**src/rtl/odsc_pkg.sv**
```systemverilog
// constants of the octal converter serial command logic
// assumes a single system clock domain; serial pins are sampled inside it
package odsc_pkg;
  // ===========================================================
  // frame layout
  localparam int unsigned WORD_W     = 16;          // bits per frame
  localparam int unsigned CODE_W     = 10;          // converter code width
  localparam int unsigned CMD_W      = 4;           // command field width
  localparam int unsigned NUM_CH     = 8;           // channel count
  localparam int unsigned CMD_MSB    = 15;          // command field top bit
  localparam int unsigned CMD_LSB    = 12;          // command field low bit
  localparam int unsigned CODE_MSB   = 11;          // code field top bit
  localparam int unsigned CODE_LSB   = 2;           // code field low bit
  localparam int unsigned MASK_MSB   = 11;          // transfer mask top bit
  localparam int unsigned MASK_LSB   = 4;           // transfer mask low bit
  localparam int unsigned CNT_W      = 5;           // bit counter width
  localparam logic [4:0]  CNT_FULL   = 5'h10;       // count of a whole word
  localparam int unsigned FULL_SCALE = 1024;        // codes per reference
  // ===========================================================
  // reset values
  localparam logic [9:0]  CODE_RST   = 10'h000;     // code after reset
  localparam logic [15:0] SHIFT_RST  = 16'h0000;    // shifter after reset
  localparam logic [7:0]  PWR_RST    = 8'h00;       // all channels powered down
  // pin order sclk, sdin, cs, load, clear; idle levels avoid a false edge
  localparam logic [4:0]  PIN_RST    = 5'h07;       // synchroniser after reset
  // ===========================================================
  // commands
  typedef enum logic [3:0] {
    CMD_NOP    = 4'h0,  // no_action_word
    CMD_RESET  = 4'h1,  // soft clear
    CMD_IN1    = 4'h2,  // first of the single input loads
    CMD_IN8    = 4'h9,  // last of the single input loads
    CMD_WT_LO  = 4'hA,  // write through channels 1..4
    CMD_WT_HI  = 4'hB,  // write through channels 5..8
    CMD_WT_ALL = 4'hC,  // write through all channels
    CMD_IN_ALL = 4'hD,  // load all input registers
    CMD_XFER   = 4'hE,  // masked transfer input to output
    CMD_PWR    = 4'hF   // power commands
  } odsc_cmd_t;
endpackage : odsc_pkg

```
**src/rtl/odsc_chreg.sv**
```systemverilog
// one channel's input register and output-code register pair
// assumes loads arrive as single-cycle strobes from the decoder
`timescale 1ns/1ns
module odsc_chreg (
  input  wire logic       i_clk,                    // system clock
  input  wire logic       i_clr,                    // clear both stages
  input  wire logic       i_ce,                     // clock enable
  input  wire logic       i_ld_in,                  // load input stage
  input  wire logic       i_ld_out,                 // load output with code
  input  wire logic       i_xfer,                   // copy input to output
  input  wire logic       i_transp,                 // output follows input
  input  wire logic [9:0] i_code,                   // code from the word
  output logic      [9:0] o_in,                     // input register
  output logic      [9:0] o_out                     // output-code register
);
  // ===========================================================
  // input stage
  always_ff @(posedge i_clk)
  begin
    if (i_clr)
      o_in <= odsc_pkg::CODE_RST;
    else if (i_ce && i_ld_in)
      o_in <= i_code;
  end
  // output stage; write-through code wins over transfer and transparency, which copy the input
  always_ff @(posedge i_clk)
  begin
    if (i_clr)
      o_out <= odsc_pkg::CODE_RST;
    else if (i_ce)
    begin
      if (i_ld_out)
        o_out <= i_code;
      else if (i_xfer || i_transp)
        o_out <= o_in;
    end
  end
endmodule // odsc_chreg

```
**src/rtl/odsc_sync.sv**
```systemverilog
// two flip-flop synchroniser for a bus of asynchronous pins
// assumes all bits are independent levels
`timescale 1ns/1ns
module odsc_sync #(
  parameter int unsigned W     = 1,                 // bits to pass
  parameter logic [W-1:0] INIT = '0                 // value under reset
) (
  input  wire logic         i_clk,                  // system clock
  input  wire logic         i_rst,                  // sync reset, high
  input  wire logic         i_ce,                   // clock enable
  input  wire logic [W-1:0] i_d,                    // asynchronous in
  output logic      [W-1:0] o_q                     // synchronised out
);
  // ===========================================================
  // stages
  logic [W-1:0] meta_q;                             // first stage only
  // first stage feeds nothing but the second
  always_ff @(posedge i_clk)
  begin
    if (i_rst)
    begin
      meta_q <= INIT;
      o_q    <= INIT;
    end
    else if (i_ce)
    begin
      meta_q <= i_d;
      o_q    <= meta_q;
    end
  end
endmodule // odsc_sync

```
**src/rtl/odsc_top.sv**
```systemverilog
// serial command logic of an eight-channel 10-bit converter
// assumes serial pins and load/clear pins are asynchronous to I_CLK
`timescale 1ns/1ns
module odsc_top (
  input  wire logic        I_CLK,                   // 250 MHz system clock
  input  wire logic        I_SYS_RST,               // sync reset, high
  input  wire logic        I_CE,                    // clock enable
  input  wire logic        I_SCLK,                  // serial clock pin
  input  wire logic        I_SDIN,                  // serial data pin
  input  wire logic        I_CS_N,                  // chip select, low
  input  wire logic        I_OUTPUT_LOAD_N,         // load pin, low
  input  wire logic        I_HARD_CLEAR_N,          // clear pin, low
  output logic             O_SDOUT,                 // daisy-chain out
  output logic [79:0]      O_CODE,                  // output codes, ch1 low
  output logic [7:0]       O_POWERED,               // channel powered up
  output logic             O_WORD_DONE              // word executed pulse
);
  // ===========================================================
  // pin synchronisers
  logic [4:0] pins_s;                               // synchronised pins
  logic       sclk_s;                               // serial clock
  logic       sdin_s;                               // serial data
  logic       cs_n_s;                               // chip select
  logic       load_n_s;                             // load pin
  logic       clr_n_s;                              // clear pin
  // pins idle in their inactive state during reset, sclk low like the host
  odsc_sync #(
    .W    (5),
    .INIT (odsc_pkg::PIN_RST)
  ) u_sync (
    .i_clk (I_CLK),
    .i_rst (I_SYS_RST),
    .i_ce  (I_CE),
    .i_d   ({I_SCLK, I_SDIN, I_CS_N, I_OUTPUT_LOAD_N, I_HARD_CLEAR_N}),
    .o_q   (pins_s)
  );
  assign sclk_s   = pins_s[4];
  assign sdin_s   = pins_s[3];
  assign cs_n_s   = pins_s[2];
  assign load_n_s = pins_s[1];
  assign clr_n_s  = pins_s[0];
  // ===========================================================
  // edge detection
  logic sclk_q;                                     // last serial clock
  logic cs_n_q;                                     // last chip select
  logic sclk_fall;                                  // falling serial clock
  logic cs_fall;                                    // frame start
  logic cs_rise;                                    // frame end
  // history of the synchronised pins
  always_ff @(posedge I_CLK)
  begin
    if (I_SYS_RST)
    begin
      sclk_q <= 1'b0;
      cs_n_q <= 1'b1;
    end
    else if (I_CE)
    begin
      sclk_q <= sclk_s;
      cs_n_q <= cs_n_s;
    end
  end
  assign sclk_fall = sclk_q & ~sclk_s;
  assign cs_fall   = cs_n_q & ~cs_n_s;
  assign cs_rise   = ~cs_n_q & cs_n_s;
  // ===========================================================
  // clear sources
  logic soft_clr;                                   // reset command
  logic any_clr;                                    // clear codes, power and sdout
  // pin, power-on and command all clear codes, power and sdout alike; only power-on clears the shifter
  assign any_clr = I_SYS_RST | ~clr_n_s | soft_clr;
  // ===========================================================
  // shift register and bit count
  logic [15:0]           shift_q;                   // serial word
  logic [4:0]            cnt_q;                     // bits seen, saturates
  logic                  in_frame_q;                // frame open
  logic                  shift_en;                  // take one bit
  // shift only inside a selected frame
  assign shift_en = in_frame_q & ~cs_n_s & sclk_fall;
  // frame tracking; a clear kills the frame in flight
  always_ff @(posedge I_CLK)
  begin
    if (I_SYS_RST || !clr_n_s)
      in_frame_q <= 1'b0;
    else if (I_CE)
    begin
      // clear pin aborts; restart needs a new select fall
      if (cs_fall)
        in_frame_q <= 1'b1;
      else if (cs_rise)
        in_frame_q <= 1'b0;
    end
  end
  // msb first, shifts toward the top
  always_ff @(posedge I_CLK)
  begin
    if (I_SYS_RST)
      shift_q <= odsc_pkg::SHIFT_RST;
    else if (I_CE && shift_en)
      shift_q <= {shift_q[14:0], sdin_s};
  end
  // bit counter cleared at each frame start
  always_ff @(posedge I_CLK)
  begin
    if (I_SYS_RST || !clr_n_s)
      cnt_q <= '0;
    else if (I_CE)
    begin
      if (cs_fall)
        cnt_q <= '0;
      // saturate so longer frames keep the last sixteen
      else if (shift_en && cnt_q != odsc_pkg::CNT_FULL)
        cnt_q <= cnt_q + 5'h01;
    end
  end
  // ===========================================================
  // serial output
  // top bit leaves as new bit enters: 16-bit delay
  always_ff @(posedge I_CLK)
  begin
    if (any_clr)
      O_SDOUT <= 1'b0;
    else if (I_CE && shift_en)
      O_SDOUT <= shift_q[15];
  end
  // ===========================================================
  // command decode
  logic                  exec;                      // execute this cycle
  odsc_pkg::odsc_cmd_t   cmd;                       // command field
  logic [9:0]            code;                      // code field
  logic [7:0]            xmask;                     // transfer mask
  logic [7:0]            ld_in;                     // per-channel loads
  logic [7:0]            ld_out;                    // per-channel write-thru
  logic [7:0]            xfer;                      // per-channel transfer
  // execute only a complete word at deselect
  assign exec  = I_CE & in_frame_q & cs_rise & (cnt_q == odsc_pkg::CNT_FULL);
  assign cmd   = odsc_pkg::odsc_cmd_t'(shift_q[15:12]);
  // code passes on unchanged as straight binary
  assign code  = shift_q[11:2];
  assign xmask = shift_q[11:4];
  // pad bits are ignored; host keeps them zero
  // per-command channel strobes
  always_comb
  begin
    ld_in    = 8'h00;
    ld_out   = 8'h00;
    xfer     = 8'h00;
    soft_clr = 1'b0;
    if (exec)
    begin
      unique case (cmd)
        // no-op word leaves this device alone
        odsc_pkg::CMD_NOP    : ;
        odsc_pkg::CMD_RESET  : soft_clr = 1'b1;
        odsc_pkg::CMD_WT_LO  :
        begin
          ld_in  = 8'h0F;
          ld_out = 8'h0F;
        end
        odsc_pkg::CMD_WT_HI  :
        begin
          ld_in  = 8'hF0;
          ld_out = 8'hF0;
        end
        odsc_pkg::CMD_WT_ALL :
        begin
          ld_in  = 8'hFF;
          ld_out = 8'hFF;
        end
        odsc_pkg::CMD_IN_ALL : ld_in = 8'hFF;
        // bit 7 of mask is channel 8
        odsc_pkg::CMD_XFER   : xfer = xmask;
        // power command has no effect on this logic
        odsc_pkg::CMD_PWR    : ;
        // commands 2..9 select one input register
        default              :
          ld_in = 8'h01 << (shift_q[15:12] - 4'h2);
      endcase
    end
  end
  // ===========================================================
  // power state; clear powers all channels down
  always_ff @(posedge I_CLK)
  begin
    if (any_clr)
      O_POWERED <= odsc_pkg::PWR_RST;
    else if (I_CE)
      // any write-through or transfer powers the touched channel up
      O_POWERED <= O_POWERED | ld_out | xfer;
  end
  // executed-word strobe for monitoring
  always_ff @(posedge I_CLK)
  begin
    if (I_SYS_RST)
      O_WORD_DONE <= 1'b0;
    else if (I_CE)
      O_WORD_DONE <= exec;
  end
  // ===========================================================
  // channel register pairs
  logic [9:0] in_reg [8];                           // input registers
  genvar g;
  generate
    for (g = 0; g < 8; g++)
    begin : g_ch
      // load pin low keeps outputs following inputs
      odsc_chreg u_ch (
        .i_clk    (I_CLK),
        .i_clr    (any_clr),
        .i_ce     (I_CE),
        .i_ld_in  (ld_in[g]),
        .i_ld_out (ld_out[g]),
        .i_xfer   (xfer[g]),
        .i_transp (~load_n_s),
        .i_code   (code),
        .o_in     (in_reg[g]),
        .o_out    (O_CODE[g*10 +: 10])
      );
    end
  endgenerate
  // ===========================================================
  // checks
  // short frame never executes
  short_frame_a: assert property (
    @(posedge I_CLK) disable iff (I_SYS_RST)
    (cs_rise && cnt_q != odsc_pkg::CNT_FULL) |=> !O_WORD_DONE)
    else $error("short frame executed");
  in_all_keep_a: assert property (
    @(posedge I_CLK) disable iff (I_SYS_RST)
    (exec && cmd == odsc_pkg::CMD_IN_ALL && load_n_s && clr_n_s)
      |=> $stable(O_CODE))
    else $error("load-all changed outputs");
  single_load_keep_a: assert property (
    @(posedge I_CLK) disable iff (I_SYS_RST)
    (exec && shift_q[15:12] inside {[4'h2:4'h9]} && load_n_s && clr_n_s)
      |=> $stable(O_CODE))
    else $error("single load changed outputs");
  // write through all updates every code
  wt_all_a: assert property (
    @(posedge I_CLK) disable iff (I_SYS_RST)
    (exec && cmd == odsc_pkg::CMD_WT_ALL && clr_n_s)
      |=> O_CODE == {8{$past(code)}})
    else $error("write-through all missed");
  // flagged channel one takes its input
  xfer_ch1_a: assert property (
    @(posedge I_CLK) disable iff (I_SYS_RST)
    (exec && cmd == odsc_pkg::CMD_XFER && xmask[0] && clr_n_s)
      |=> O_CODE[9:0] == $past(in_reg[0]))
    else $error("masked transfer missed");
  clear_pin_a: assert property (
    @(posedge I_CLK) disable iff (I_SYS_RST)
    (!clr_n_s && I_CE) |=> (O_CODE == '0 && O_POWERED == '0))
    else $error("clear left outputs");
  soft_clr_a: assert property (
    @(posedge I_CLK) disable iff (I_SYS_RST)
    soft_clr |=> O_CODE == '0)
    else $error("reset command left outputs");
  shift_gate_a: assert property (
    @(posedge I_CLK) disable iff (I_SYS_RST)
    (!in_frame_q && I_CE) |=> $stable(shift_q))
    else $error("shift outside frame");
  // serial out carries bit from sixteen shifts earlier
  sdout_delay_a: assert property (
    @(posedge I_CLK) disable iff (I_SYS_RST)
    (shift_en && clr_n_s && !soft_clr && I_CE)
      |=> O_SDOUT == $past(shift_q[15]))
    else $error("serial out delay wrong");
  transp_a: assert property (
    @(posedge I_CLK) disable iff (I_SYS_RST)
    (!load_n_s && I_CE && !any_clr && ld_out == '0) |=>
      O_CODE[9:0] == $past(in_reg[0]))
    else $error("output not transparent");
endmodule // odsc_top
```
**config.mk**
```make
export PLATFORM = sky130hd
export DESIGN_NAME = odsc_top
export DESIGN_NICKNAME = d
export VERILOG_FILES = /design/src/rtl/odsc_pkg.sv /design/src/rtl/odsc_chreg.sv /design/src/rtl/odsc_sync.sv /design/src/rtl/odsc_top.sv
export SDC_FILE = /design/constraint.sdc
export NUM_CORES = 1
export LEC_CHECK = 0
export ABC_CLOCK_PERIOD_IN_PS = 3000
export BUFFER_PORTS_ARGS = -buffer_cell sky130_fd_sc_hd__buf_2
export CAP_MARGIN = 20
export CORE_UTILIZATION = 35
export CTS_BUF_LIST = sky130_fd_sc_hd__clkbuf_8
export CTS_CLUSTER_SIZE = 40
export DETAILED_ROUTE_END_ITERATION = 8
export PLACE_DENSITY_LB_ADDON = 0.2
export SYNTH_ARGS = -nofsm -noshare
export SYNTH_HDL_FRONTEND = slang
export SYNTH_SLANG_ARGS = --single-unit
```
**constraint.sdc**
```tcl
create_clock -name I_CLK -period 3 [get_ports I_CLK]
set_clock_uncertainty 0.2 [all_clocks]
set_input_delay 0.6 -clock I_CLK [delete_from_list [all_inputs] [get_ports I_CLK]]
set_output_delay 0.6 -clock I_CLK [all_outputs]
set_load 0.01 [all_outputs]
```
Word level (Yosys, flattened, before mapping). Cells that the tools add are included.

Add/sub/neg operators: 2. Equal/unequal tests: 9. Shift-type cells: 1. Mux-type cells: 28. Bitwise gates (word level): 17. Reduce and logical (&&, ||, !) cells: 43.

Operator list (number): $mux 10 (16); $mux 8 (4); $pmux 8 s4 (1); $eq 4x4->1 const B (6); $pmux 8 s3 (1); $reduce_and 2->1 (10); $reduce_bool 2->1 (10); $or 8x8->8 (2); $logic_and 1x1->1 (10); $mux 5 (2); $logic_or 1x1->1 (9); $and 1x1->1 (8); $shl 1x4->8 const A (1); $add 5x1->5 const B (1); $eq 5x5->1 const B (1); $ne 5x5->1 const B (1); $not 1->1 (5); $eq 4x1->1 const B (1); $logic_not 4->1 (1); $mux 1 (4); $reduce_or 4->1 (1); $sub 4x2->4 const B (1); $or 1x1->1 (2); $reduce_or 2->1 (1); $logic_not 1->1 (1).

Bits in registers: 204. Input port bits: 8. Output and inout bits: 90. Word-level logic and storage cells: 126.

Logic depth before layout (Yosys ltp).
Word-level depth: 8. Gate-level depth with buffers: 10. Mapped depth without buffers: 7.

Hierarchy. From an unflattened synthesis, not the netlist that was laid out.

Cells, all modules: 953. Area, all modules: 8809.7 um^2.

Modules (own cells, without submodules): odsc_chreg (instances 8, cells an instance 89, area each 839.6 um^2, sequential area each 400.4 um^2); odsc_top (instances 1, cells an instance 209, area each 1726.7 um^2, sequential area each 680.7 um^2); odsc_sync (instances 1, cells an instance 32, area each 366.6 um^2, sequential area each 200.2 um^2).

Worst setup path after synthesis. No wires, ideal clock.

Kind: reg2reg. From: reg shift_q[14]. To: reg g_ch[7].u_ch.o_in[0]. Setup time: 0.127 ns. Arrival time: 2.053 ns. Required time: 2.673 ns. Slack: 0.620 ns. Stages on the path, launching flop included: 11. Buffers on the path: 3. Period minus slack after synthesis: 2.380 ns. Cells stage by stage: dfxtp_1 buf_2 inv_1 ha_1 clkbuf_1 or3b_2 a32oi_1 nand3_1 buf_1 nand3_1 o31ai_1.

Longest elaborated chain between the ends: 5. Elaborated cells on any way between the ends: 18. Classes of those cells: add/sub: 1; eq/ne: 7; shift: 1; mux: 4; bitwise: 1; reduce/logical: 4.

Ends and longest elaborated chain: start: declaration (RTL line odsc_top.sv:74) `logic [15:0] shift_q;`; start signal: assignment (RTL line odsc_top.sv:98) `shift_q <= odsc_pkg::SHIFT_RST;`; start signal: assignment (RTL line odsc_top.sv:100) `shift_q <= {shift_q[14:0], sdin_s};`; $sub 4x2->4, or another cell as far along (RTL line odsc_top.sv:177) `ld_in = 8'h01 << (shift_q[15:12] - 4'h2);`; $shl 1x4->8, or another cell as far along (RTL line odsc_top.sv:177); $pmux 8 s4 (RTL line odsc_top.sv:151) `unique case (cmd)`; $mux 8 (RTL line odsc_top.sv:149) `if (exec)`; $logic_and 1x1->1 (RTL line odsc_chreg.sv:22) `else if (i_ce && i_ld_in)`; end signal: assignment (RTL line odsc_chreg.sv:21) `o_in <= odsc_pkg::CODE_RST;`; end signal: assignment (RTL line odsc_chreg.sv:23) `o_in <= i_code;`; end: declaration (RTL line odsc_chreg.sv:13) `output logic [9:0] o_in,`.

Several ways; a longest one is shown, not always the timed one. A chain may end at the register's enable or synchronous reset.

Final worst setup path.
From: reg cnt_q[0]. To: reg g_ch[1].u_ch.o_out[2].

Longest elaborated chain between the ends: 6. Elaborated cells on any way between the ends: 10. Classes of those cells: eq/ne: 1; mux: 4; bitwise: 2; reduce/logical: 3.

Ends and longest elaborated chain: start: declaration (RTL line odsc_top.sv:75) `logic [4:0] cnt_q;`; start signal: assignment (RTL line odsc_top.sv:113) `cnt_q <= cnt_q + 5'h01;`; $eq 5x5->1 (*) (RTL line odsc_top.sv:136) `assign exec = I_CE & in_frame_q & cs_rise & (cnt_q == odsc_pkg::CNT_FULL);`; $and 1x1->1 (*) (RTL line odsc_top.sv:136); $mux 8 (RTL line odsc_top.sv:149); $logic_or 1x1->1 (RTL line odsc_chreg.sv:34) `else if (i_xfer || i_transp)`; $reduce_bool 2->1 (no source line); $reduce_and 2->1 (no source line); end signal: assignment (RTL line odsc_chreg.sv:29) `o_out <= odsc_pkg::CODE_RST;`; end signal: assignment (RTL line odsc_chreg.sv:33) `o_out <= i_code;`; end signal: assignment (RTL line odsc_chreg.sv:35) `o_out <= o_in;`; end: declaration (RTL line odsc_chreg.sv:14) `output logic [9:0] o_out`.

Mark *: on every way between the ends. The rest lies on a longest branch, timed or not.

==> out/summary.txt <==
Status - completed
Crit-path max FO - 11
Maximum clock rate - 390 MHz
Core area - 22,800 um2
Max H-tree Level - 2
Crit Path Class - flip-flop to flip-flop
Clock tree sinks - 204
Cell area after synthesis - 8230 um2
# resized after CTS - 0
Rows - 55
Port buffer count - 97
Sequential share of power - 0.515
Hold Path Stages - 3
Leakage - 3.60 nW
CP cell instances - inv_1 > ha_1 > and4bb_1 > nand4_1 > o21ai_0 > buf_4 > and2_1 > a211oi_1
Final slew viol count - 0
Die height - 155 um
Min-Delay Path Class - input port to flip-flop
HPWL after DPL - 16.0 mm
Synth top area cells - dfxtp_1 50%, a21oi_1 6.5%, nand2_1 6.2%
RSZ-0062 raised after global routing - no
FF-to-FF path depth - 8
Worst EP arrival - 2720 ps
Post-synth EDFFs - 0
Final routed DRC violation total - 0
Io pins - 98
Final Critical Period - 2560 ps
Die area - 24,100 um2
Yosys warns - 0
NumNets Final - 1,076
Critical Path RT - 3160 ps
Antenna Nets Post-Route - 0
Largest stage delay on the critical path - 400 ps
Post-DR wirelength/cell - 17.4 um
Antenna violations before repair - 0
Vias - 7,371
Distinct cells, synth - 48
Layout cells sized above 1 - 0.177
Yosys top cell area share - 0.496
Later-pin clock latency in the skew report - 500 ps
Setup crit start kind - flip-flop
Placer Congestion - 0.816
Pint - 0.00413 W
Mapped Cells - 992
Post-synthesis sequential element count - 204
Area Growth Syn to Fin - 17.2%
Synth Flop Type - dfxtp_1
Logic pwr share - 0.041
First-pass GRT wire length - 37.8 mm
Largest net degree at the start of global routing - 106
Final number of setup-violating endpoints - 0
Iter 0 DRT Violations - 556
Max cap viols - 0
PwrDens - 556 nW/um2
Mapped Avg Cell Area - 8.30 um2
Psw - 0.00124 W
Register area share after synthesis - 0.496
Antenna Cells - 0
Slew HR - 0.501
Max rail drop VDD - 0.339 mV
Setup TNS - 0 ps
Root buffer cell - clkbuf_8
Commonest cells in the netlist - 204 x dfxtp_1, 135 x nand2_1, 107 x a21oi_1
Share of total power in the clock network - 0.444
Period utilization - 0.854
Asr flop ratio synth - 0
Post-CTS Hold Fix Bufs - 0
Post-CTS Setup Inserts - 0
Die span in x - 155 um
Vias in the first global route - 6,596
Grt total ovfl - 0
Count leader, synth - dfxtp_1
Pre-Repair DR Iteration Count - 5
Routed wire length - 24.2 mm
Gr usage total - 0.199
Routed vias/inst - 5.30
Worst setup EP type - flip-flop
Clock Tree Buf Depth - 3
Sw Share - 0.231
Post-Syn Nets - 1,005
Initial Utilization - 0.360
CTS clk-pin slew, worst paths - 60 ps
Worst-margin pin slew - 746 ps
Slowest stage cell, crit path - and4bb_1
Synth area leader - dfxtp_1
Fin util - 0.422
CTS tree - done
TritonCTS Buffers - 35
Final hold violation count - 0
[layout make-up]
cell class                 count  area, um2
clock inverter                12       76.3
multi-input combinational    667       3620
inverter                      21       78.8
sequential                   204       4080
tap                          313        392
fill                        2380      13200
clock buffer                  41        564
timing repair buffer         134        826
[cells by family (layout without fill, tap and decap cells)]
kind of cell,after synthesis,in the layout,synth area share
AOI/OAI and AO/OA,337,337,0.241
xor gates and xnor gates,5,5,0.00532
adders and majority gates,5,5,0.00760
buffers and inverters,121,208,0.0666
DFF,204,204,0.496
muxes,12,12,0.0146
and+or+nand+nor,308,308,0.169
[critical path, delay by kind of cell, from the launching register on]
kind | cells | cell delay [ps]
buf+inv | 2 | 290
simple gates | 3 | 1060
compound gates | 2 | 390
flops | 1 | 340
fa+ha+maj | 1 | 160
[path summary, 6_finish.rpt]
kind / start / endpoint / slack [ps]
worst min register to register: g_ch[5].u_ch.o_in[5]$_SDFFE_PP0P_ / g_ch[5].u_ch.o_in[5]$_SDFFE_PP0P_ / 250
worst max register to register: cnt_q[0]$_SDFFE_PP0P_ / g_ch[1].u_ch.o_out[2]$_SDFFE_PP0P_ / 440
worst min-delay path: I_OUTPUT_LOAD_N / u_sync.meta_q[1]$_SDFFE_PP1P_ / 110
worst max-delay path: cnt_q[0]$_SDFFE_PP0P_ / g_ch[1].u_ch.o_out[2]$_SDFFE_PP0P_ / 440
[registers in the layout, summed over array words and instances (netlist names), 5 cells and up]
name	cells
O_POWERED	8
shift_q	16
g_ch.u_ch.o_out	80
g_ch.u_ch.o_in	80
cnt_q	5
u_sync.o_q	5
u_sync.meta_q	5
[power groups by stage]
stage,Combinational (W),Sequential [W],Clock (W)
after floorplan,0.000142,0.00283,0
after global placement,0.000218,0.00282,0
after detailed placement,0.000219,0.00282,0
after CTS,0.000219,0.00276,0.00245
after global routing,0.000240,0.00276,0.00257
final,0.000218,0.00276,0.00238
[cells in the final DEF (no fill, tap or decap), drive strengths merged, types with 7 or more instances in the layout]
cell	synthesis	routed
nor2b	7	7
nand3	83	83
nand2b	7	7
a31oi	45	45
nand2	135	135
mux2i	12	12
o31ai	41	41
nor2	49	49
a21oi	107	107
a211oi	20	20
buf	39	134
nand4	7	7
inv	21	30
clkbuf	61	41
o21ai	108	108
dfxtp	204	204
[layer usage]
layer	up-vias	GRT usage	share of wire	wire [um]
met4	0	0.0528	0.015	352
met3	34	0.0298	0.061	1480
li1	3661	-	-	-
met5	-	0	0	0
met1	3442	0.295	0.49	11800
met2	234	0.297	0.44	10600
[through the flow]
stage / std cells / hold WS [ps] / worst slack (ps) / area (um2) / power (W)
floorplan: 992 / 229 / 620 / 8230 / 0.00297
global placement: 1339 / 238 / 438 / 9000 / 0.00304
detailed placement: 1339 / 240 / 402 / 9000 / 0.00304
CTS: 1392 / 83.2 / 466 / 9640 / 0.00543
global route: 1392 / 110 / 211 / 9640 / 0.00557
finish: 1392 / 111 / 439 / 9640 / 0.00536
Note: power is estimated with default switching activity, not from simulation.
